$ cat src/uart_tx_pkg.sv
package uart_tx_pkg;
   // Register byte addresses on the AXI4-Lite slave.
   localparam logic [7:0] ADDR_TX_CTRL  = 8'h00;
   localparam logic [7:0] ADDR_TX_DATA  = 8'h04;
   localparam logic [7:0] ADDR_BAUD_DIV = 8'h08;
   localparam logic [7:0] ADDR_BAUD_CTL = 8'h0c;
   localparam logic [7:0] ADDR_IRQ_CTL  = 8'h10;
   // Field positions in the control/status register.
   localparam int CTRL_TRANSMIT_ENABLE   = 0;
   localparam int CTRL_SYNC   = 1;
   localparam int CTRL_PORT_ENABLE   = 2;
   localparam int CTRL_NINE   = 3;
   localparam int CTRL_BIT9   = 4;
   localparam int CTRL_EMPTY  = 5;
   localparam int CTRL_TBEF   = 6;
   // Field positions in the baud control register.
   localparam int BAUD_INVERT = 0;
   localparam int BAUD_WIDE   = 1;
   // Reset values.
   localparam logic [15:0] BAUD_DIV_RST = 16'h0000;
   // Bits per frame: start, up to nine data, stop.
   localparam logic [3:0]  FRAME_BITS_8 = 4'ha;
   localparam logic [3:0]  FRAME_BITS_9 = 4'hb;
   // Clocks the TBEF flag holds its value after a data write, less one.
   localparam logic [2:0]  FLAG_LAG_CLKS = 3'h7;
   // One instruction cycle is four system clocks.
   localparam logic [1:0]  TCY_CLKS_M1  = 2'h3;
   localparam logic [1:0]  RESP_OKAY    = 2'b00;
   localparam logic [1:0]  RESP_SLVERR  = 2'b10;
endpackage

$ cat src/uart_baud_div.sv
`timescale 1ns/1ps
module uart_baud_div
   import uart_tx_pkg::*;
(
   // Clock and reset.
   input  wire logic        i_ref_clk,
   input  wire logic        i_sys_rst,
   // Control.
   input  wire logic        i_run,
   input  wire logic        i_wide,
   input  wire logic [15:0] i_div,
   // Bit-period tick.
   output logic             o_tick
);
   typedef struct packed {
      logic [15:0] cnt;
   } div_state_t;

   div_state_t st_r;
   div_state_t st_nxt;
   logic [15:0] limit;

   // Narrow mode uses only the low byte of the divisor.
   assign limit = i_wide ? i_div : {8'h00, i_div[7:0]};

   always_comb
   begin
      st_nxt = st_r;
      if (!i_run)
      begin
         st_nxt.cnt = 16'h0000;
      end
      else if (st_r.cnt >= limit)
      begin
         st_nxt.cnt = 16'h0000;
      end
      else
      begin
         st_nxt.cnt = st_r.cnt + 16'h0001;
      end
   end

   always_ff @(posedge i_ref_clk)
   begin
      if (i_sys_rst)
      begin
         st_r <= '0;
      end
      else
      begin
         st_r <= st_nxt;
      end
   end

   // The tick is decoded from the count, not registered, so the first bit after a
   // load lasts exactly one period like every later bit.
   assign o_tick = i_run && (st_r.cnt >= limit);
endmodule

$ cat src/uart_tx.sv
`timescale 1ns/1ps
module uart_tx
   import uart_tx_pkg::*;
(
   // Clock and reset.
   input  wire logic        i_ref_clk,
   input  wire logic        i_sys_rst,
   // AXI4-Lite write address and data.
   input  wire logic        i_awvalid,
   output logic             o_awready,
   input  wire logic [7:0]  i_awaddr,
   input  wire logic        i_wvalid,
   output logic             o_wready,
   input  wire logic [31:0] i_wdata,
   input  wire logic [3:0]  i_wstrb,
   // AXI4-Lite write response.
   output logic             o_bvalid,
   input  wire logic        i_bready,
   output logic [1:0]       o_bresp,
   // AXI4-Lite read.
   input  wire logic        i_arvalid,
   output logic             o_arready,
   input  wire logic [7:0]  i_araddr,
   output logic             o_rvalid,
   input  wire logic        i_rready,
   output logic [31:0]      o_rdata,
   output logic [1:0]       o_rresp,
   // Serial pin.
   output logic             o_tx_pin,
   output logic             o_tx_pin_oe,
   // Interrupt request towards the core.
   output logic             o_tx_irq
);
   import uart_tx_pkg::*;

   typedef enum logic [2:0] {
      S_IDLE  = 3'b001,
      S_SHIFT = 3'b010,
      S_QUEUE = 3'b100
   } tx_state_t;

   typedef struct packed {
      tx_state_t   fsm;
      logic        tx_en;
      logic        sync;
      logic        port_en;
      logic        nine;
      logic        bit9;
      logic        invert;
      logic        wide;
      logic        irq_en;
      logic [15:0] div;
      logic [8:0]  hold;
      logic [9:0]  shreg;
      logic [3:0]  bits_left;
      logic        flag;
      logic [2:0]  flag_dly;
      logic        aw_got;
      logic [7:0]  aw_addr;
      logic        w_got;
      logic [31:0] w_data;
      logic [3:0]  w_strb;
      logic        bvalid;
      logic [1:0]  bresp;
      logic        rvalid;
      logic [31:0] rdata;
      logic [1:0]  rresp;
      logic        pin;
      logic        pin_oe;
      logic        irq;
      logic        aw_rdy;
      logic        w_rdy;
      logic        ar_rdy;
   } top_state_t;

   top_state_t st_r;
   top_state_t st_nxt;
   logic       tick;
   logic       active;

   // Frame image: stop (eight-bit frames only; nine-bit frames get it from the shift fill), data LSB first, start.
   function automatic logic [9:0] frame(input logic [8:0] d, input logic nine);
      frame = nine ? {d, 1'b0} : {1'b1, d[7:0], 1'b0};
   endfunction

   function automatic logic is_reg(input logic [7:0] a);
      is_reg = (a == ADDR_TX_CTRL) || (a == ADDR_TX_DATA) || (a == ADDR_BAUD_DIV)
            || (a == ADDR_BAUD_CTL) || (a == ADDR_IRQ_CTL);
   endfunction

   assign active = st_r.tx_en && !st_r.sync && st_r.port_en;

   uart_baud_div u_div (
      .i_ref_clk (i_ref_clk),
      .i_sys_rst (i_sys_rst),
      .i_run     (active && st_r.fsm != S_IDLE),
      .i_wide    (st_r.wide),
      .i_div     (st_r.div),
      .o_tick    (tick)
   );

   always_comb
   begin
      logic       wr_fire;
      logic       data_wr;
      logic       frame_end;
      logic       line;
      logic       empty_now;
      wr_fire   = 1'b0;
      data_wr   = 1'b0;
      frame_end = 1'b0;
      line      = 1'b1;
      empty_now = 1'b0;
      st_nxt    = st_r;

      // Write channel: address and data taken in either order.
      if (i_awvalid && !st_r.aw_got)
      begin
         st_nxt.aw_got  = 1'b1;
         st_nxt.aw_addr = i_awaddr;
      end
      if (i_wvalid && !st_r.w_got)
      begin
         st_nxt.w_got  = 1'b1;
         st_nxt.w_data = i_wdata;
         st_nxt.w_strb = i_wstrb;
      end
      if (st_r.aw_got && st_r.w_got && !st_r.bvalid)
      begin
         wr_fire       = 1'b1;
         st_nxt.aw_got = 1'b0;
         st_nxt.w_got  = 1'b0;
         st_nxt.bvalid = 1'b1;
         st_nxt.bresp  = is_reg(st_r.aw_addr) ? RESP_OKAY : RESP_SLVERR;
      end
      if (st_r.bvalid && i_bready)
      begin
         st_nxt.bvalid = 1'b0;
      end

      if (wr_fire && st_r.w_strb[0])
      begin
         case (st_r.aw_addr)
            ADDR_TX_CTRL:
            begin
               // Status bits are read-only and ignore writes.
               st_nxt.tx_en   = st_r.w_data[CTRL_TRANSMIT_ENABLE];
               st_nxt.sync    = st_r.w_data[CTRL_SYNC];
               st_nxt.port_en = st_r.w_data[CTRL_PORT_ENABLE];
               st_nxt.nine    = st_r.w_data[CTRL_NINE];
               st_nxt.bit9    = st_r.w_data[CTRL_BIT9];
            end
            ADDR_TX_DATA:  data_wr = 1'b1;
            ADDR_BAUD_DIV: st_nxt.div[7:0] = st_r.w_data[7:0];
            ADDR_BAUD_CTL:
            begin
               st_nxt.invert = st_r.w_data[BAUD_INVERT];
               st_nxt.wide   = st_r.w_data[BAUD_WIDE];
            end
            ADDR_IRQ_CTL:  st_nxt.irq_en = st_r.w_data[0];
            default:       st_nxt.irq_en = st_r.irq_en;
         endcase
      end
      if (wr_fire && st_r.w_strb[1] && st_r.aw_addr == ADDR_BAUD_DIV)
      begin
         st_nxt.div[15:8] = st_r.w_data[15:8];
      end

      // Transmit engine.
      frame_end = tick && st_r.bits_left == 4'h1;
      case (st_r.fsm)
         S_IDLE:
         begin
            if (data_wr && active)
            begin
               st_nxt.shreg     = frame({st_r.bit9, st_r.w_data[7:0]}, st_r.nine);
               st_nxt.bits_left = st_r.nine ? FRAME_BITS_9 : FRAME_BITS_8;
               st_nxt.fsm       = S_SHIFT;
            end
         end
         S_SHIFT:
         begin
            if (data_wr && frame_end)
            begin
               // A write landing on the last tick goes straight to the shifter.
               st_nxt.shreg     = frame({st_r.bit9, st_r.w_data[7:0]}, st_r.nine);
               st_nxt.bits_left = st_r.nine ? FRAME_BITS_9 : FRAME_BITS_8;
            end
            else if (data_wr)
            begin
               st_nxt.hold = {st_r.bit9, st_r.w_data[7:0]};
               st_nxt.fsm  = S_QUEUE;
            end
            else if (frame_end)
            begin
               st_nxt.fsm = S_IDLE;
            end
         end
         S_QUEUE:
         begin
            if (frame_end)
            begin
               st_nxt.shreg     = frame(st_r.hold, st_r.nine);
               st_nxt.bits_left = st_r.nine ? FRAME_BITS_9 : FRAME_BITS_8;
               st_nxt.fsm       = S_SHIFT;
            end
         end
         default: st_nxt.fsm = S_IDLE;
      endcase
      if (tick && st_r.fsm != S_IDLE && !frame_end)
      begin
         st_nxt.shreg     = {1'b1, st_r.shreg[9:1]};
         st_nxt.bits_left = st_r.bits_left - 4'h1;
      end
      if (!active)
      begin
         st_nxt.fsm       = S_IDLE;
         st_nxt.bits_left = 4'h0;
      end

      // Flag holds for two instruction cycles after a data write; the write updates it only if no hold is running.
      empty_now = active ? (st_nxt.fsm != S_QUEUE) : 1'b0;
      if (data_wr && active)
      begin
         st_nxt.flag_dly = FLAG_LAG_CLKS;
      end
      else if (st_r.flag_dly != 3'h0)
      begin
         st_nxt.flag_dly = st_r.flag_dly - 3'h1;
      end
      if (st_r.flag_dly == 3'h0 || !active)
      begin
         st_nxt.flag = empty_now;
      end

      // Pin: mark at idle, optional inversion in async mode only.
      line          = (st_r.fsm == S_IDLE) ? 1'b1 : st_r.shreg[0];
      st_nxt.pin    = line ^ (st_r.invert && !st_r.sync);
      st_nxt.pin_oe = st_r.port_en;
      st_nxt.irq    = st_r.flag && st_r.irq_en;

      // Read channel.
      if (i_arvalid && !st_r.rvalid)
      begin
         st_nxt.rvalid = 1'b1;
         st_nxt.rresp  = is_reg(i_araddr) ? RESP_OKAY : RESP_SLVERR;
         case (i_araddr)
            ADDR_TX_CTRL:  st_nxt.rdata = {25'h0, st_r.flag, st_r.fsm == S_IDLE,
                                           st_r.bit9, st_r.nine, st_r.port_en,
                                           st_r.sync, st_r.tx_en};
            ADDR_BAUD_DIV: st_nxt.rdata = {16'h0, st_r.div};
            ADDR_BAUD_CTL: st_nxt.rdata = {30'h0, st_r.wide, st_r.invert};
            ADDR_IRQ_CTL:  st_nxt.rdata = {31'h0, st_r.irq_en};
            default:       st_nxt.rdata = 32'h0;
         endcase
      end
      else if (st_r.rvalid && i_rready)
      begin
         st_nxt.rvalid = 1'b0;
      end

      // Ready outputs are registered copies so that no port comes from a gate.
      st_nxt.aw_rdy = !st_nxt.aw_got;
      st_nxt.w_rdy  = !st_nxt.w_got;
      st_nxt.ar_rdy = !st_nxt.rvalid;
   end

   always_ff @(posedge i_ref_clk)
   begin
      if (i_sys_rst)
      begin
         st_r          <= '0;
         st_r.fsm      <= S_IDLE;
         st_r.div      <= BAUD_DIV_RST;
         st_r.pin      <= 1'b1;
         st_r.aw_rdy   <= 1'b1;
         st_r.w_rdy    <= 1'b1;
         st_r.ar_rdy   <= 1'b1;
      end
      else
      begin
         st_r <= st_nxt;
      end
   end

   assign o_awready   = st_r.aw_rdy;
   assign o_wready    = st_r.w_rdy;
   assign o_bvalid    = st_r.bvalid;
   assign o_bresp     = st_r.bresp;
   assign o_arready   = st_r.ar_rdy;
   assign o_rvalid    = st_r.rvalid;
   assign o_rdata     = st_r.rdata;
   assign o_rresp     = st_r.rresp;
   assign o_tx_pin    = st_r.pin;
   assign o_tx_pin_oe = st_r.pin_oe;
   assign o_tx_irq    = st_r.irq;

   idle_mark_a: assert property (@(posedge i_ref_clk) disable iff (i_sys_rst)
      st_r.fsm == S_IDLE && !st_r.invert |=> o_tx_pin)
      else $error("Idle line not at mark.");
   load_start_a: assert property (@(posedge i_ref_clk) disable iff (i_sys_rst)
      st_r.fsm == S_IDLE && st_nxt.fsm == S_SHIFT |=> !st_r.shreg[0])
      else $error("Frame does not open with a start bit.");
   pin_drive_a: assert property (@(posedge i_ref_clk) disable iff (i_sys_rst)
      st_r.port_en |=> o_tx_pin_oe)
      else $error("Pin not driven with port enabled.");
   disable_idle_a: assert property (@(posedge i_ref_clk) disable iff (i_sys_rst)
      !active |=> st_r.fsm == S_IDLE)
      else $error("Engine running while disabled.");
   irq_gate_a: assert property (@(posedge i_ref_clk) disable iff (i_sys_rst)
      o_tx_irq |-> $past(st_r.flag) && $past(st_r.irq_en))
      else $error("Interrupt without flag and enable.");
   queue_flag_a: assert property (@(posedge i_ref_clk) disable iff (i_sys_rst)
      st_r.fsm == S_QUEUE && st_nxt.fsm == S_QUEUE && st_r.flag_dly == 3'h0 |=> !st_r.flag)
      else $error("Flag set while a character is queued.");
   enable_flag_a: assert property (@(posedge i_ref_clk) disable iff (i_sys_rst)
      $rose(active) |=> st_r.flag)
      else $error("Flag not set on enable.");
   bit_count_a: assert property (@(posedge i_ref_clk) disable iff (i_sys_rst)
      tick && st_r.fsm != S_IDLE |-> st_r.bits_left != 4'h0)
      else $error("Bit counter underflow.");
   stop_mark_a: assert property (@(posedge i_ref_clk) disable iff (i_sys_rst)
      tick && st_r.fsm != S_IDLE && st_r.bits_left == 4'h1 |-> st_r.shreg[0])
      else $error("Frame ends without a stop bit.");
   sync_plain_a: assert property (@(posedge i_ref_clk) disable iff (i_sys_rst)
      st_r.sync && st_r.fsm == S_IDLE |=> o_tx_pin)
      else $error("Inversion applied outside async mode.");
   frame_c: cover property (@(posedge i_ref_clk) st_r.fsm == S_SHIFT ##1 st_r.fsm == S_IDLE);
   queue_c: cover property (@(posedge i_ref_clk) st_r.fsm == S_QUEUE ##1 st_r.fsm == S_SHIFT);
   nine_c:  cover property (@(posedge i_ref_clk) st_r.nine && st_r.fsm == S_SHIFT);
endmodule

$ cat config.mk
export PLATFORM = sky130hd
export DESIGN_NAME = uart_tx
export DESIGN_NICKNAME = d
export VERILOG_FILES = /design/src/uart_tx_pkg.sv /design/src/uart_baud_div.sv /design/src/uart_tx.sv
export SDC_FILE = /design/constraint.sdc
export NUM_CORES = 1
export LEC_CHECK = 0
export BUFFER_PORTS_ARGS = -buffer_cell sky130_fd_sc_hd__buf_2
export CELL_PAD_IN_SITES_DETAIL_PLACEMENT = 1
export CELL_PAD_IN_SITES_GLOBAL_PLACEMENT = 1
export CORE_UTILIZATION = 45
export CTS_CLUSTER_DIAMETER = 200
export CTS_CLUSTER_SIZE = 40
export DETAILED_ROUTE_END_ITERATION = 7
export PLACE_DENSITY_LB_ADDON = 0.1
export SYNTH_ARGS = -nofsm -noshare
export SYNTH_HDL_FRONTEND = slang
export SYNTH_HIERARCHICAL = 1
export SYNTH_SLANG_ARGS = --single-unit
$ cat constraint.sdc
create_clock -name i_ref_clk -period 5.8 [get_ports i_ref_clk]
set_clock_uncertainty 0.15 [all_clocks]
set_input_delay 1.16 -clock i_ref_clk [delete_from_list [all_inputs] [get_ports i_ref_clk]]
set_output_delay 1.16 -clock i_ref_clk [all_outputs]
set_load 0.1 [all_outputs]
==> results.ini <==
[run_status]
status = finished, final reports clean

[clock_network]
cts_max_level = 4
clock_sinks = 124
cts_made_buffers = 17
clk_pin_slew_worst_paths_ns = 0.06
hold_buffers = 0
insertion_delay_ns = 0.42
post_cts_resized = 0
cts_root_buffer = clkbuf_16
post_cts_buffers = 0
cts_tree = done
clockBufferDepth = 2

[critical_path]
required_ns = 5.94
cp_max_fo = 25
worstSetupPathType = flip-flop to flip-flop
cp-start-kind = flip-flop
r2r_setup_slack_ns = 1.37
arrival_ns = 4.57
end_kind = flip-flop

[sta]
max_freq_ghz = 0.226
hold_ws_ns = 0.300
setup_viol = 0
finalCritPeriodShare = 0.764
finalHoldViolCount = 0
drv_slew = 0
max-slew-margin-rel = 0.241
max_slew.worst_pin.slew_ns = 1.14
tns_ns = 0
period_needed_ns = 4.43
rsz0062_at_grt = false

[floorplan]
die_y_um = 115
die_area_um2 = 13200
rows = 40
core-area_um2 = 12200
ioPinCount = 103
die_w_um = 115
initial_core_util = 0.471

[detailed_routing]
avgRoutedWirePerCell_um = 16.0
drtIter0Drc = 226
first_pass_iters = 4
vias = 4481
drc = 0
ant_nets = 0
routed_wl_mm = 13.7
viasPerCell = 5.24

[place]
place_area_um2 = 5960
hpwlAfterDp_mm = 9.73
place_inst = 825
gp_congestion = 0.732
io_buffer_count = 66

[yosys]
synth_xor_area_frac = 0.0244
synthFlopType = dfxtp_1
synth_compound_area_frac = 0.0990
ys_warn_count = 6
synth_top_family_by_area = simple AND/OR/NAND/NOR gates
synthSimpleGateAreaFrac = 0.209
netlist_area_um2 = 5750
ys_ff_latch = 124
yosysSeqAreaShare = 0.432
syn_avg_cell_area_um2 = 9.03
synth_edf_count = 0
netlist_instances = 637
muxShareOfSynthArea = 0.105
synthAdderAreaFrac = 0.0457
synth.distinct_cells = 57
async_flop_share = 0

[layout]
diodes = 0
n_fill_cell = 1448
layout-drive-gt1-share = 0.167
final_cells = 855
syn_to_final_growth_pct = 14.7
fin_area_um2 = 6600
nNetsFinal = 756

[grt]
overflow = 0
grt_pass1_vias = 4607
grt_usage = 0.224
antenna_found_initial = 0
grt_max_degree = 90
grt_pass1_wl_mm = 22.7

[pwr]
pwr_density_cell_nw_per_um2 = 343
irDropWorstVdd_mv = 0.276
p_leak_uw = 0.00270

[job]
drv_cap = 0

[worst_hold_path]
hold_path_class = flip-flop to flip-flop

## synth_stat cells (3+ instances only)
| master | number | area (um^2) |
|---|---|---|
| nor2b_1 | 8 | 50.1 |
| nor4_1 | 3 | 18.8 |
| nand2_1 | 65 | 244 |
| a22oi_1 | 12 | 90.1 |
| buf_6 | 3 | 33.8 |
| buf_2 | 3 | 15.0 |
| inv_1 | 22 | 82.6 |
| nor3_1 | 18 | 90.1 |
| or3_1 | 4 | 25.0 |
| mux2i_1 | 58 | 581 |
| a21oi_1 | 35 | 175 |
| xnor2_1 | 7 | 61.3 |
| nor4bb_1 | 3 | 30.0 |
| and4_1 | 3 | 26.3 |
| a2111oi_2 | 5 | 75.1 |
| xor2_1 | 9 | 78.8 |
| nand3_1 | 9 | 45.0 |
| o21ai_0 | 13 | 65.1 |
| nand2b_1 | 7 | 43.8 |
| a2111oi_0 | 4 | 35.0 |
| nand4_1 | 8 | 50.1 |
| clkbuf_1 | 20 | 75.1 |
| ha_1 | 21 | 263 |
| and3_1 | 6 | 37.5 |
| dfxtp_1 | 124 | 2480 |
| buf_4 | 36 | 270 |
| nor2_1 | 94 | 353 |
## placed cells by master (no fill, tap or decap), types with 12 or more instances in the layout
cell type / count
nor2_1: 94
o21ai_0: 13
inv_1: 22
dfxtp_1: 124
nand2_1: 65
clkbuf_16: 17
a22oi_1: 12
ha_1: 21
nor3_1: 18
a21oi_1: 35
mux2i_1: 58
conb_1: 18
buf_2: 66
## state kept, by name, indices dropped and copies added, names as in the netlist
register,cells
o_rvalid,1
u_div/st_r,16
o_awready,1
o_rdata,16
o_bvalid,1
o_tx_pin,1
o_rresp,1
o_bresp,1
o_arready,1
o_wready,1
st_r,81
st_nxt,1
o_tx_pin_oe,1
o_tx_irq,1
## routing by layer
layer,GRT usage,routed length (um),up-vias
met5,0,0,-
met4,0.0805,170,0
met3,0.0648,487,17
met2,0.368,6410,81
met1,0.281,6620,2165
li1,-,-,2218
## power breakdown
part           internal (uW)  leakage, uW  switching (uW)
Sequential               877      0.00101            21.0
Combinational           59.1      0.00139             153
Clock                    768     0.000305             384
Total                   1700      0.00270             557
## worst max-delay path: stages (launching register included)
cell	delay, ns
dfxtp_1	0.53
nand2_1	0.11
ha_1	0.32
nand4_1	0.15
nor3_1	0.35
or4b_4	0.54
a31oi_1	0.32
nor4bb_1	0.57
nand2b_1	0.18
o22ai_4	0.62
nor3_1	0.11
a2111oi_0	0.34
## final timing paths
| kind | depth (start not counted) | from | endpoint |
|---|---|---|---|
| max reg2reg | 11 | st_r[134] | st_r[99] |
| min | 2 | o_rdata[4] | o_rdata[4] |
| max | 11 | st_r[134] | st_r[99] |
| min reg2reg | 2 | o_rdata[4] | o_rdata[4] |
## cell type report
| class | instances | area [um^2] | share of cell area |
|---|---|---|---|
| Multi-Input combinational cell | 443 | 2840 | 0.431 |
| Clock inverter | 11 | 193 | 0.0292 |
| Clock buffer | 19 | 443 | 0.0671 |
| Tap cell | 168 | 210 | 0.0318 |
| Inverter | 22 | 82.6 | 0.0125 |
| Sequential cell | 124 | 2480 | 0.376 |
| Timing Repair Buffer | 68 | 345 | 0.0523 |
## per-stage QoR
step	util	total power, uW	worst slack, ns
3_3_place_gp	0.488	1120	1.59
3_5_place_dp	0.488	1130	1.42
5_1_grt	0.540	2340	0.918
6_report	0.540	2260	1.37
2_1_floorplan	-	1090	2.34
4_1_cts	0.540	2280	1.35
## logic make-up (layout without fill, tap and decap cells)
kind of cell / after synthesis / in the layout
simple gates: 246 / 246
flops: 124 / 124
mux: 60 / 60
buf+inv: 87 / 120
fa+ha+maj: 21 / 21
xor+xnor: 16 / 16
compound gates: 82 / 82
other cells: 1 / 18
Power figures use the tool's default switching activity.
